`src/spi_pkg.sv`:
```
// Operation
// - Port runs as master or slave
// - Serial clock at most 10MHz or clk/8
// - Sixteen-bit shift register with data buffer
// - Programmable clock polarity and phase
// - Three, four and five pin arrangements
// - Enable pin handshakes slave readiness
// - Chip select use is optional
// - Every pin usable as general purpose I/O
// - Master toggles or holds select between words
// - Flag register read clears set flags
// - Buffer read empties it, clears flags
// - Mirror read leaves buffer and flags alone
// - Vector read clears vector and its flag
package spi_pkg;

  // ==========================================================
  // Clocking and serial rate limits
  // ==========================================================
  localparam int CLK_HZ        = 20_000_000;  // Peripheral system clock
  localparam int SCLK_LIMIT_HZ = 10_000_000;  // Absolute serial ceiling
  localparam int SCLK_MAX_HZ   = (CLK_HZ / 8 < SCLK_LIMIT_HZ) ?
                                 CLK_HZ / 8 : SCLK_LIMIT_HZ;
  // Least half period in clk cycles, rounded up
  localparam int HALF_MIN_INT  = (CLK_HZ + 2 * SCLK_MAX_HZ - 1) /
                                 (2 * SCLK_MAX_HZ);
  localparam logic [7:0] HALF_MIN = 8'(HALF_MIN_INT);

  // ==========================================================
  // Widths
  // ==========================================================
  localparam int ADDR_W = 8;   // Byte address width
  localparam int DATA_W = 32;  // Register bus width
  localparam int WORD_W = 16;  // Shift register width
  localparam int N_EV   = 3;   // Interrupt events
  localparam int N_PIN  = 5;   // Serial pins

  // ==========================================================
  // Register offsets (byte addresses)
  // ==========================================================
  localparam logic [7:0] OFS_CTRL   = 8'h00;
  localparam logic [7:0] OFS_DIV    = 8'h04;
  localparam logic [7:0] OFS_TXDATA = 8'h08;
  localparam logic [7:0] OFS_FLAGS  = 8'h10;  // port_flags
  localparam logic [7:0] OFS_MASK   = 8'h14;
  localparam logic [7:0] OFS_LEVEL  = 8'h18;
  localparam logic [7:0] OFS_PFUNC  = 8'h20;
  localparam logic [7:0] OFS_PDIR   = 8'h24;
  localparam logic [7:0] OFS_PDOUT  = 8'h28;
  localparam logic [7:0] OFS_PDIN   = 8'h2c;
  localparam logic [7:0] OFS_RXBUF  = 8'h40;  // receive_buffer
  localparam logic [7:0] OFS_RXMIR  = 8'h44;  // receive_buffer_mirror
  localparam logic [7:0] OFS_VEC0   = 8'h60;  // interrupt_vector_line0
  localparam logic [7:0] OFS_VEC1   = 8'h64;  // interrupt_vector_line1

  // ==========================================================
  // Field positions and reset values
  // ==========================================================
  localparam int EV_RX  = 0;  // Word received
  localparam int EV_OVR = 1;  // Receiver overrun
  localparam int EV_TX  = 2;  // Transmit buffer taken
  localparam int PIN_CLK  = 0;
  localparam int PIN_SIMO = 1;
  localparam int PIN_SOMI = 2;
  localparam int PIN_CS   = 3;
  localparam int PIN_ENA  = 4;
  localparam int RXFULL_BIT = 16;  // Buffer full bit in receive_buffer
  localparam logic [10:0] CTRL_RST = 11'h780;  // Disabled, 16-bit words
  localparam logic [4:0]  PFUNC_RST = 5'h00;   // All pins GPIO
  localparam logic [1:0]  VEC_NONE = 2'h0;

  // Control register layout, bit 10 downward
  typedef struct packed {
    logic [3:0] len_m1;   // Word length minus one
    logic       cs_hold;  // Hold select across words
    logic       ena_use;  // Enable pin in use
    logic       cs_use;   // Chip select in use
    logic       pha;      // Clock phase
    logic       pol;      // Idle clock level
    logic       master;   // Master when set
    logic       enable;   // Port enable
  } ctrl_s;

  // Register bus request
  typedef struct packed {
    logic [ADDR_W-1:0] addr;
    logic [DATA_W-1:0] wdata;
    logic              wr;
    logic              rd;
  } bus_req_s;

  typedef enum logic [1:0] {
    M_IDLE  = 2'b00,
    M_WAIT  = 2'b01,
    M_SHIFT = 2'b10,
    M_GAP   = 2'b11
  } master_e;

endpackage

```
`src/spi_port.sv`:
```
// Implementation choice: the address-and-strobe port.
module spi_port
  import spi_pkg::*;
(
  input  wire logic             clk,
  input  wire logic             rst_b,
  input  wire bus_req_s         bus,
  output logic [DATA_W-1:0]     rdata,
  output logic                  irq,
  input  wire logic [N_PIN-1:0] pin_in,
  output logic [N_PIN-1:0]      pin_out,
  output logic [N_PIN-1:0]      pin_oe
);

  // ==========================================================
  // Helper functions
  // ==========================================================
  // Left-justify a word so its first bit sits at bit 15
  function automatic logic [WORD_W-1:0] align(
    input logic [WORD_W-1:0] d,
    input logic [3:0]        lm1);
    return d << (4'hf - lm1);
  endfunction

  // Keep only the low bits of a received word
  function automatic logic [WORD_W-1:0] rx_mask(
    input logic [WORD_W-1:0] d,
    input logic [3:0]        lm1);
    return d & (16'hffff >> (4'hf - lm1));
  endfunction

  // Lowest pending event as a vector code, zero when none
  function automatic logic [1:0] vec_of(input logic [N_EV-1:0] p);
    logic [1:0] v;
    v = VEC_NONE;
    for (int i = N_EV - 1; i >= 0; i--) begin
      if (p[i]) begin
        v = 2'(i + 1);
      end
    end
    return v;
  endfunction

  // Flag bit that a vector code stands for
  function automatic logic [N_EV-1:0] vec_bit(input logic [1:0] v);
    return (v == VEC_NONE) ? 3'h0 : 3'(3'h1 << (v - 2'h1));
  endfunction

  // ==========================================================
  // Declarations
  // ==========================================================
  ctrl_s             ctrl_r;        // Mode and word length
  logic [7:0]        div_r;         // Half period in clk cycles
  logic [WORD_W-1:0] txbuf_r;       // Transmit data buffer
  logic              tx_valid_r;    // Transmit buffer loaded
  logic [N_EV-1:0]   flags_r;       // Sticky event flags
  logic [N_EV-1:0]   flags_nxt;
  logic [N_EV-1:0]   mask_r;        // Interrupt enables
  logic [N_EV-1:0]   level_r;       // Vector line select per event
  logic [N_PIN-1:0]  func_r;        // Pin serial function select
  logic [N_PIN-1:0]  dir_r;         // GPIO direction, 1 drives
  logic [N_PIN-1:0]  dout_r;        // GPIO output value
  logic [WORD_W-1:0] rxbuf_r;       // Receive data buffer
  logic              rx_full_r;     // Receive buffer unread
  logic [DATA_W-1:0] rdata_r;
  logic [DATA_W-1:0] rd_val;
  logic              irq_r;
  logic [N_PIN-1:0]  pin_out_r;
  logic [N_PIN-1:0]  pin_oe_r;
  logic [N_PIN-1:0]  meta_r;        // First synchroniser stage
  logic [N_PIN-1:0]  sync_r;        // Second synchroniser stage
  logic [N_PIN-1:0]  prev_r;        // Edge history
  logic [WORD_W-1:0] shift_r;       // Shift register
  logic [WORD_W-1:0] shift_nxt;
  logic              out_bit_r;     // Bit presented on data out
  logic              sclk_r;        // Master serial clock
  logic              cs_n_r;        // Master chip select, active low
  master_e           state_r;
  logic [7:0]        div_cnt_r;
  logic [5:0]        edge_cnt_r;
  logic [4:0]        bit_cnt_r;     // Slave samples taken
  logic              armed_r;       // Slave holds fresh transmit word
  logic [7:0]        half;
  logic [4:0]        wlen;
  logic [5:0]        last_edge;
  logic              m_en, s_en, sel;
  logic              m_tick, m_lead, m_samp, m_shift, m_done, m_load;
  logic              gap_end;
  logic              s_edge, s_lead, s_samp, s_shift, s_done, s_load;
  logic              samp, shift_ev, in_bit, word_done, load;
  logic [WORD_W-1:0] rx_word;
  logic [1:0]        vec0, vec1;
  logic              rd_flags, rd_rxbuf, rd_vec0, rd_vec1;
  logic [N_EV-1:0]   set_ev, clr_ev;
  logic [N_PIN-1:0]  ser_out, ser_oe;

  // ==========================================================
  // Pin synchronisers
  // ==========================================================
  // Two stages before any logic looks at a pin
  always_ff @(posedge clk) begin
    if (!rst_b) begin
      meta_r <= '0;
      sync_r <= '0;
      prev_r <= '0;
    end else begin
      meta_r <= pin_in;
      sync_r <= meta_r;
      prev_r <= sync_r;
    end
  end

  // ==========================================================
  // Serial timing decode
  // ==========================================================
  always_comb begin
    // Clamp divider so the clock never runs too fast
    half      = (div_r < HALF_MIN) ? HALF_MIN : div_r;
    wlen      = 5'(ctrl_r.len_m1) + 5'h01;
    last_edge = 6'({wlen, 1'b0}) - 6'h01;
    m_en      = ctrl_r.enable && ctrl_r.master;
    s_en      = ctrl_r.enable && !ctrl_r.master;
    // Without a select line the slave is always addressed
    sel       = !ctrl_r.cs_use || !sync_r[PIN_CS];
    // Master edge generation
    m_tick    = (state_r == M_SHIFT) && (div_cnt_r == half - 8'h01);
    m_lead    = (sclk_r == ctrl_r.pol);
    m_samp    = m_tick && (m_lead != ctrl_r.pha);
    m_shift   = m_tick && (m_lead == ctrl_r.pha);
    m_done    = m_tick && (edge_cnt_r == last_edge);
    gap_end   = (state_r == M_GAP) && (div_cnt_r == half - 8'h01);
    m_load    = m_en && tx_valid_r &&
                ((state_r == M_IDLE) || gap_end);
    // Slave edges seen on the synchronised clock pin
    s_edge    = s_en && sel && (sync_r[PIN_CLK] != prev_r[PIN_CLK]);
    s_lead    = (sync_r[PIN_CLK] != ctrl_r.pol);
    s_samp    = s_edge && (s_lead != ctrl_r.pha);
    // With phase 0 the edge after the last sample must not
    // disturb the next word's first bit
    s_shift   = s_edge && (s_lead == ctrl_r.pha) &&
                (ctrl_r.pha || (bit_cnt_r != 5'h00));
    s_done    = s_samp && (bit_cnt_r == wlen - 5'h01);
    s_load    = s_en && tx_valid_r && !armed_r &&
                (bit_cnt_r == 5'h00) && !s_edge;
    // Shared shifter control
    samp      = ctrl_r.master ? m_samp : s_samp;
    shift_ev  = ctrl_r.master ? m_shift : s_shift;
    in_bit    = ctrl_r.master ? sync_r[PIN_SOMI] : sync_r[PIN_SIMO];
    word_done = ctrl_r.master ? m_done : s_done;
    load      = m_load || s_load;
    shift_nxt = samp ? {shift_r[WORD_W-2:0], in_bit} : shift_r;
    rx_word   = rx_mask(shift_nxt, ctrl_r.len_m1);
  end

  // ==========================================================
  // Shift register and data out bit
  // ==========================================================
  always_ff @(posedge clk) begin
    if (!rst_b) begin
      shift_r   <= '0;
      out_bit_r <= 1'b0;
    end else if (load) begin
      // First bit goes out before the first sampling edge
      shift_r   <= align(txbuf_r, ctrl_r.len_m1);
      out_bit_r <= txbuf_r[ctrl_r.len_m1];
    end else begin
      if (samp) begin
        shift_r <= shift_nxt;
      end
      if (shift_ev) begin
        out_bit_r <= shift_r[WORD_W-1];
      end
    end
  end

  // ==========================================================
  // Master sequencer
  // ==========================================================
  always_ff @(posedge clk) begin
    if (!rst_b) begin
      state_r    <= M_IDLE;
      sclk_r     <= 1'b0;
      cs_n_r     <= 1'b1;
      div_cnt_r  <= '0;
      edge_cnt_r <= '0;
    end else if (!m_en) begin
      // Leaving master mode abandons the word in flight
      state_r <= M_IDLE;
      sclk_r  <= ctrl_r.pol;
      cs_n_r  <= 1'b1;
    end else begin
      unique case (state_r)
        M_IDLE: begin
          sclk_r <= ctrl_r.pol;
          if (tx_valid_r) begin
            cs_n_r  <= 1'b0;
            state_r <= M_WAIT;
          end
        end
        M_WAIT: begin
          // Hold off until the slave pulls enable low
          if (!ctrl_r.ena_use || !sync_r[PIN_ENA]) begin
            state_r    <= M_SHIFT;
            div_cnt_r  <= '0;
            edge_cnt_r <= '0;
          end
        end
        M_SHIFT: begin
          if (m_tick) begin
            div_cnt_r  <= '0;
            sclk_r     <= ~sclk_r;
            edge_cnt_r <= edge_cnt_r + 6'h01;
            if (m_done) begin
              state_r <= M_GAP;
              // Release between words unless told to hold
              if (!ctrl_r.cs_hold) begin
                cs_n_r <= 1'b1;
              end
            end
          end else begin
            div_cnt_r <= div_cnt_r + 8'h01;
          end
        end
        M_GAP: begin
          if (gap_end) begin
            div_cnt_r <= '0;
            if (tx_valid_r) begin
              cs_n_r  <= 1'b0;
              state_r <= M_WAIT;
            end else begin
              cs_n_r  <= 1'b1;
              state_r <= M_IDLE;
            end
          end else begin
            div_cnt_r <= div_cnt_r + 8'h01;
          end
        end
      endcase
    end
  end

  // ==========================================================
  // Slave bit counting
  // ==========================================================
  // Select may stay low for many words; the counter alone
  // marks the word boundary
  always_ff @(posedge clk) begin
    if (!rst_b) begin
      bit_cnt_r <= '0;
      armed_r   <= 1'b0;
    end else begin
      if (!s_en || !sel || s_done) begin
        bit_cnt_r <= '0;
      end else if (s_samp) begin
        bit_cnt_r <= bit_cnt_r + 5'h01;
      end
      if (s_load) begin
        armed_r <= 1'b1;
      end else if (s_done || !s_en) begin
        armed_r <= 1'b0;
      end
    end
  end

  // ==========================================================
  // Register decode
  // ==========================================================
  always_comb begin
    rd_flags = bus.rd && (bus.addr == OFS_FLAGS);
    rd_rxbuf = bus.rd && (bus.addr == OFS_RXBUF);
    rd_vec0  = bus.rd && (bus.addr == OFS_VEC0);
    rd_vec1  = bus.rd && (bus.addr == OFS_VEC1);
    vec0     = vec_of(flags_r & mask_r & ~level_r);
    vec1     = vec_of(flags_r & mask_r & level_r);
    set_ev          = '0;
    set_ev[EV_RX]   = word_done;
    // Unread word being replaced is an overrun
    set_ev[EV_OVR]  = word_done && rx_full_r && !rd_rxbuf;
    set_ev[EV_TX]   = load;
    clr_ev = '0;
    if (rd_flags || rd_rxbuf) begin
      clr_ev = '1;
    end
    if (rd_vec0) begin
      clr_ev = clr_ev | vec_bit(vec0);
    end
    if (rd_vec1) begin
      clr_ev = clr_ev | vec_bit(vec1);
    end
    if (bus.wr && (bus.addr == OFS_FLAGS)) begin
      clr_ev = clr_ev | bus.wdata[N_EV-1:0];
    end
    // Events raised in the clearing cycle survive
    flags_nxt = (flags_r & ~clr_ev) | set_ev;
  end

  // ==========================================================
  // Software registers
  // ==========================================================
  always_ff @(posedge clk) begin
    if (!rst_b) begin
      ctrl_r  <= CTRL_RST;
      div_r   <= HALF_MIN;
      mask_r  <= '0;
      level_r <= '0;
      func_r  <= PFUNC_RST;
      dir_r   <= '0;
      dout_r  <= '0;
    end else if (bus.wr) begin
      unique case (bus.addr)
        OFS_CTRL:  ctrl_r  <= ctrl_s'(bus.wdata[10:0]);
        OFS_DIV:   div_r   <= bus.wdata[7:0];
        OFS_MASK:  mask_r  <= bus.wdata[N_EV-1:0];
        OFS_LEVEL: level_r <= bus.wdata[N_EV-1:0];
        OFS_PFUNC: func_r  <= bus.wdata[N_PIN-1:0];
        OFS_PDIR:  dir_r   <= bus.wdata[N_PIN-1:0];
        OFS_PDOUT: dout_r  <= bus.wdata[N_PIN-1:0];
        default:   ;  // Other writes have their own processes
      endcase
    end
  end

  // Transmit buffer; a write in the load cycle keeps it full
  always_ff @(posedge clk) begin
    if (!rst_b) begin
      txbuf_r    <= '0;
      tx_valid_r <= 1'b0;
    end else if (bus.wr && (bus.addr == OFS_TXDATA)) begin
      txbuf_r    <= bus.wdata[WORD_W-1:0];
      tx_valid_r <= 1'b1;
    end else if (load) begin
      tx_valid_r <= 1'b0;
    end
  end

  // Receive buffer and its full state
  always_ff @(posedge clk) begin
    if (!rst_b) begin
      rxbuf_r   <= '0;
      rx_full_r <= 1'b0;
    end else if (word_done) begin
      rxbuf_r   <= rx_word;
      rx_full_r <= 1'b1;
    end else if (rd_rxbuf) begin
      rx_full_r <= 1'b0;
    end
  end

  // Sticky flags and the interrupt line
  always_ff @(posedge clk) begin
    if (!rst_b) begin
      flags_r <= '0;
      irq_r   <= 1'b0;
    end else begin
      flags_r <= flags_nxt;
      irq_r   <= |(flags_nxt & mask_r);
    end
  end

  // ==========================================================
  // Read data, valid only in the cycle after the strobe
  // ==========================================================
  always_comb begin
    rd_val = '0;
    unique case (bus.addr)
      OFS_CTRL:   rd_val[10:0]        = ctrl_r;
      OFS_DIV:    rd_val[7:0]         = div_r;
      OFS_TXDATA: rd_val[WORD_W-1:0]  = txbuf_r;
      OFS_FLAGS:  rd_val[N_EV-1:0]    = flags_r;
      OFS_MASK:   rd_val[N_EV-1:0]    = mask_r;
      OFS_LEVEL:  rd_val[N_EV-1:0]    = level_r;
      OFS_PFUNC:  rd_val[N_PIN-1:0]   = func_r;
      OFS_PDIR:   rd_val[N_PIN-1:0]   = dir_r;
      OFS_PDOUT:  rd_val[N_PIN-1:0]   = dout_r;
      OFS_PDIN:   rd_val[N_PIN-1:0]   = sync_r;
      OFS_RXBUF: begin
        rd_val[WORD_W-1:0] = rxbuf_r;
        rd_val[RXFULL_BIT] = rx_full_r;
      end
      // Mirror shows data only and has no side effect
      OFS_RXMIR:  rd_val[WORD_W-1:0]  = rxbuf_r;
      OFS_VEC0:   rd_val[1:0]         = vec0;
      OFS_VEC1:   rd_val[1:0]         = vec1;
      default:    rd_val              = '0;  // Unmapped reads zero
    endcase
  end

  always_ff @(posedge clk) begin
    if (!rst_b) begin
      rdata_r <= '0;
    end else begin
      rdata_r <= bus.rd ? rd_val : '0;
    end
  end

  // ==========================================================
  // Pin drive: serial role or general purpose
  // ==========================================================
  always_comb begin
    ser_out = '0;
    ser_oe  = '0;
    if (m_en) begin
      ser_out[PIN_CLK]  = sclk_r;
      ser_out[PIN_SIMO] = out_bit_r;
      ser_out[PIN_CS]   = cs_n_r;
      ser_oe[PIN_CLK]   = 1'b1;
      ser_oe[PIN_SIMO]  = 1'b1;
      ser_oe[PIN_CS]    = ctrl_r.cs_use;
    end else if (s_en) begin
      // Data out only while addressed, so slaves can share it
      ser_out[PIN_SOMI] = out_bit_r;
      ser_oe[PIN_SOMI]  = sel;
      // Enable low tells the master a word is ready
      ser_out[PIN_ENA]  = !armed_r;
      ser_oe[PIN_ENA]   = ctrl_r.ena_use;
    end
  end

  always_ff @(posedge clk) begin
    if (!rst_b) begin
      pin_out_r <= '0;
      pin_oe_r  <= '0;
    end else begin
      for (int i = 0; i < N_PIN; i++) begin
        pin_out_r[i] <= func_r[i] ? ser_out[i] : dout_r[i];
        pin_oe_r[i]  <= func_r[i] ? ser_oe[i]  : dir_r[i];
      end
    end
  end

  assign rdata   = rdata_r;
  assign irq     = irq_r;
  assign pin_out = pin_out_r;
  assign pin_oe  = pin_oe_r;

endmodule

```
`config.mk`:
```
export PLATFORM = sky130hd
export DESIGN_NAME = spi_port
export DESIGN_NICKNAME = d
export VERILOG_FILES = /design/src/spi_pkg.sv /design/src/spi_port.sv
export SDC_FILE = /design/constraint.sdc
export NUM_CORES = 1
export LEC_CHECK = 0
export ABC_CLOCK_PERIOD_IN_PS = 4700
export BUFFER_PORTS_ARGS = -buffer_cell sky130_fd_sc_hd__buf_2
export CAP_MARGIN = 15
export CELL_PAD_IN_SITES_DETAIL_PLACEMENT = 2
export CELL_PAD_IN_SITES_GLOBAL_PLACEMENT = 2
export CORE_ASPECT_RATIO = 1.4
export CORE_MARGIN = 2
export CORE_UTILIZATION = 30
export CTS_BUF_LIST = sky130_fd_sc_hd__clkbuf_8
export CTS_CLUSTER_DIAMETER = 120
export DETAILED_ROUTE_END_ITERATION = 6
export GPL_ROUTABILITY_DRIVEN = 0
export PLACE_DENSITY_LB_ADDON = 0.1
export SYNTH_ARGS = -nofsm -noshare
export SYNTH_HDL_FRONTEND = slang
export SYNTH_SLANG_ARGS = --single-unit
```
`constraint.sdc`:
```
create_clock -name clk -period 4.7 [get_ports clk]
set_input_delay 0.705 -clock clk [delete_from_list [all_inputs] [get_ports clk]]
set_output_delay 0.705 -clock clk [all_outputs]
set_load 0.02 [all_outputs]
```
==> flow_metrics.tcl <==
set metrics [dict create \
    vdd_drop_max_mv 0.179 \
    clock_power_share 0.445 \
    track_usage 0.233 \
    htree_levels 4 \
    ys_seq_elements 157 \
    n_antenna_cell 0 \
    critPathMaxFanout 15 \
    numCtsBuffers 17 \
    portBuffers 60 \
    grt-ovfl-total 0 \
    ys_async_sr_fraction 0 \
    internal_power_uw 1900 \
    worst_slew_pin_slew_ns 0.937 \
    outcome "complete, no violations" \
    syn_area_mm2 0.00864 \
    end_kind "flop" \
    drive_gt1_frac 0.141 \
    fillers 3294 \
    ys.flop_type "dfxtp_1" \
    vias 8187 \
    postCtsSetupRepairBufs 0 \
    maxSlewHeadroom 0.374 \
    ant_nets 0 \
    netSwitchingPower_uw 705 \
    cp-startpoint "div_r[4]$_SDFFE_PN0P_" \
    cts_hold_buf 0 \
    drv_cap 0 \
    met1_usage 0.280 \
    vias_per_cell 5.63 \
    cp-endpoint "irq$_SDFF_PN0_" \
    synth-seq-area-share 0.364 \
    design_area_mm2 0.00963 \
    routedWlPerCell_um 23.5 \
    insertion_delay_ns 0.51 \
    clock_path_buffers 2 \
    rows 73 \
    fin_util 0.339 \
    period_minus_slack_ns 3.90 \
    dpl.hpwl_um 25300 \
    area_growth_pct 11.4 \
    die-area_mm2 0.0302 \
    core_area_mm2 0.0284 \
    grt_max_degree 41 \
    die_y_um 205 \
    ioPinCount 92 \
    root_buffer "clkbuf_8" \
    use_met2 0.428 \
    leakage_uw 0.00355 \
    min_period_over_period 0.831 \
    setup_tns_ns 0 \
    fin_skew_ns 0.0134 \
    worstRegToRegCells 11 \
    dr.pass1.iters 5 \
    setup_viol 0 \
    hold_depth 2 \
    synthCells 1041 \
    avgSynthCellArea_um2 8.30 \
    busiest_layer "met2" \
    synth_edf_count 0 \
    synth.distinct_cells 81 \
    rsz0062_at_grt "no" \
    cts_sinks 157 \
    start_kind "flop" \
    worst-endpoint-required_ns 5.13 \
    p_comb_frac 0.042 \
    grt_pass1_wl_um 53400 \
    remaining_drc_errors 0 \
    initial_core_util 0.304 \
    grt_use_met3 0.0343 \
    nets 1128 \
    die_x_um 147 \
    slew_violations 0 \
    r2r_start "div_r[4]$_SDFFE_PN0P_" \
    r2r-end "irq$_SDFF_PN0_" \
    cts_resized 0 \
    clkTransAtPathRegs_ns 0.10 \
    power_density_mw_per_mm2 271 \
    fmax_mhz 256 \
    place_area_mm2 0.00919 \
    critical_path_class "reg2reg" \
    cp.arrival_ns 4.33 \
    pwr-share-seq 0.513 \
    swShare 0.270 \
    rrSetupSlack_ns 0.80 \
    tritoncts "built" \
    antenna_found_initial 0 \
    grt_pass1_vias 8663 \
    hold_viol 0 \
    hp-class "in2reg" \
    dr.first_iter.drc_count 467 \
    yosysWarnings 0 \
    drt-total-wl_um 34100 \
]
[registers in the layout, indices dropped and copies added, names as in the netlist, 5 cells and up]
name and count:
bit_cnt_r 5, ctrl_r 11, dir_r 5, div_cnt_r 8, div_r 8, dout_r 5
edge_cnt_r 6, func_r 5, meta_r 5, pin_oe 5, pin_out 5, rdata 17
rxbuf_r 16, shift_r 16, sync_r 5, txbuf_r 16
[per-stage QoR]
step                      worst slack (ns)  power [uW]  cells  hold WS (ns)
after floorplan                       1.09        1440   1055         0.412
after global placement               0.778        1480   1421         0.418
after detailed placement             0.753        1480   1421         0.426
after CTS                            0.681        2650   1453         0.372
after global routing                 0.346        2720   1453         0.374
final                                0.796        2610   1453         0.405
[synthesized netlist by cell type, types with 6 or more instances]
master    number  area [um2]
nor2_1        66         248
o21ai_0       23         115
and3_1        10        62.6
mux2_2         9         101
o22ai_1        9        56.3
nor3_1        25         125
dfxtp_1      157        3140
nor2b_1        7        43.8
nand2b_1      12        75.1
a221oi_1       6        52.6
xor2_1        16         140
xnor2_1        8        70.1
nand3_1       93         465
a22oi_1       15         113
nand4_1       10        62.6
o31ai_1       15         113
inv_1         19        71.3
mux2i_1       38         380
a31oi_1        8        50.1
a311oi_1      12         105
clkbuf_1      58         218
buf_4         15         113
o32ai_1        6        52.6
nand2_1      120         450
buf_2          7        35.0
or3_1          9        56.3
a222oi_1       7        70.1
a21oi_1       86         430
a22o_1        24         210
ha_1          14         175
and2_1        22         138
a211oi_1      10        75.1
[worst min-delay path by stage]
stage	slack, ns	endpoint	from
finish	0.41	meta_r[3]$_SDFF_PN0_	pin_in[3]
global route	0.37	meta_r[1]$_SDFF_PN0_	pin_in[1]
CTS	0.37	meta_r[2]$_SDFF_PN0_	pin_in[2]
detailed placement	0.43	sync_r[0]$_SDFF_PN0_	meta_r[0]$_SDFF_PN0_
global placement	0.42	sync_r[3]$_SDFF_PN0_	meta_r[3]$_SDFF_PN0_
floorplan	0.41	sync_r[0]$_SDFF_PN0_	meta_r[0]$_SDFF_PN0_
[worst max-delay path: stages (launching register included)]
cell,delay (ns)
dfxtp_1,0.46
nor4_4,0.47
nand2_1,0.13
nand2_1,0.09
ha_1,0.26
nor3b_1,0.36
nand3_1,0.14
xnor2_1,0.32
nand3_2,0.24
o41a_1,0.75
o31a_1,0.42
o221ai_1,0.19
[power by group through the flow]
stage / registers (uW) / clock network, uW / logic (uW)
2_1_floorplan: 1370 / 0 / 72.9
3_3_place_gp: 1370 / 0 / 110
3_5_place_dp: 1370 / 0 / 111
4_1_cts: 1340 / 1200 / 112
5_1_grt: 1340 / 1260 / 120
6_report: 1340 / 1160 / 110
[cells by family (layout without fill, tap and decap cells)]
| group | Yosys count | count (layout) | synth area share |
|---|---|---|---|
| buffers and inverters | 108 | 131 | 0.0572 |
| AO/OA/AOI/OAI | 269 | 269 | 0.223 |
| other | 1 | 15 | 0.000434 |
| AND/OR/NAND/NOR | 414 | 414 | 0.238 |
| multiplexers | 51 | 51 | 0.0662 |
| flip-flops | 157 | 157 | 0.364 |
| adder cells (fa/ha/maj) | 14 | 14 | 0.0203 |
| XOR/XNOR | 27 | 27 | 0.0314 |
[per-layer routing]
| layer | part of all wire | vias to the layer above |
|---|---|---|
| met5 | 0 | - |
| met4 | 0.022 | 0 |
| met3 | 0.022 | 31 |
| met2 | 0.52 | 122 |
| met1 | 0.43 | 4186 |
| li1 | - | 3848 |
[cell type report]
cell class / instances / area (um2) / share of cell area
Inverter: 19 / 71.3 / 0.00741
Clock inverter: 15 / 199 / 0.0207
Clock buffer: 17 / 234 / 0.0243
Sequential cell: 157 / 3140 / 0.326
Tap cell: 375 / 469 / 0.0487
Multi-Input combinational cell: 790 / 5060 / 0.526
Timing Repair Buffer: 80 / 450 / 0.0468
[layout by cell type (no fill, tap or decap), drive strengths merged, types with 15 or more instances in the layout]
cell	synthesis	layout
dfxtp	157	157
and2	22	22
nand3	95	95
xor2	17	17
nand2	121	121
o31ai	16	16
a22o	24	24
o21ai	24	24
clkbuf	59	17
a311oi	15	15
a22oi	15	15
a21oi	86	86
mux2i	38	38
buf	30	80
nor2	66	66
inv	19	27
conb	1	15
nor3	27	27
Power figures use the tool's default switching activity.
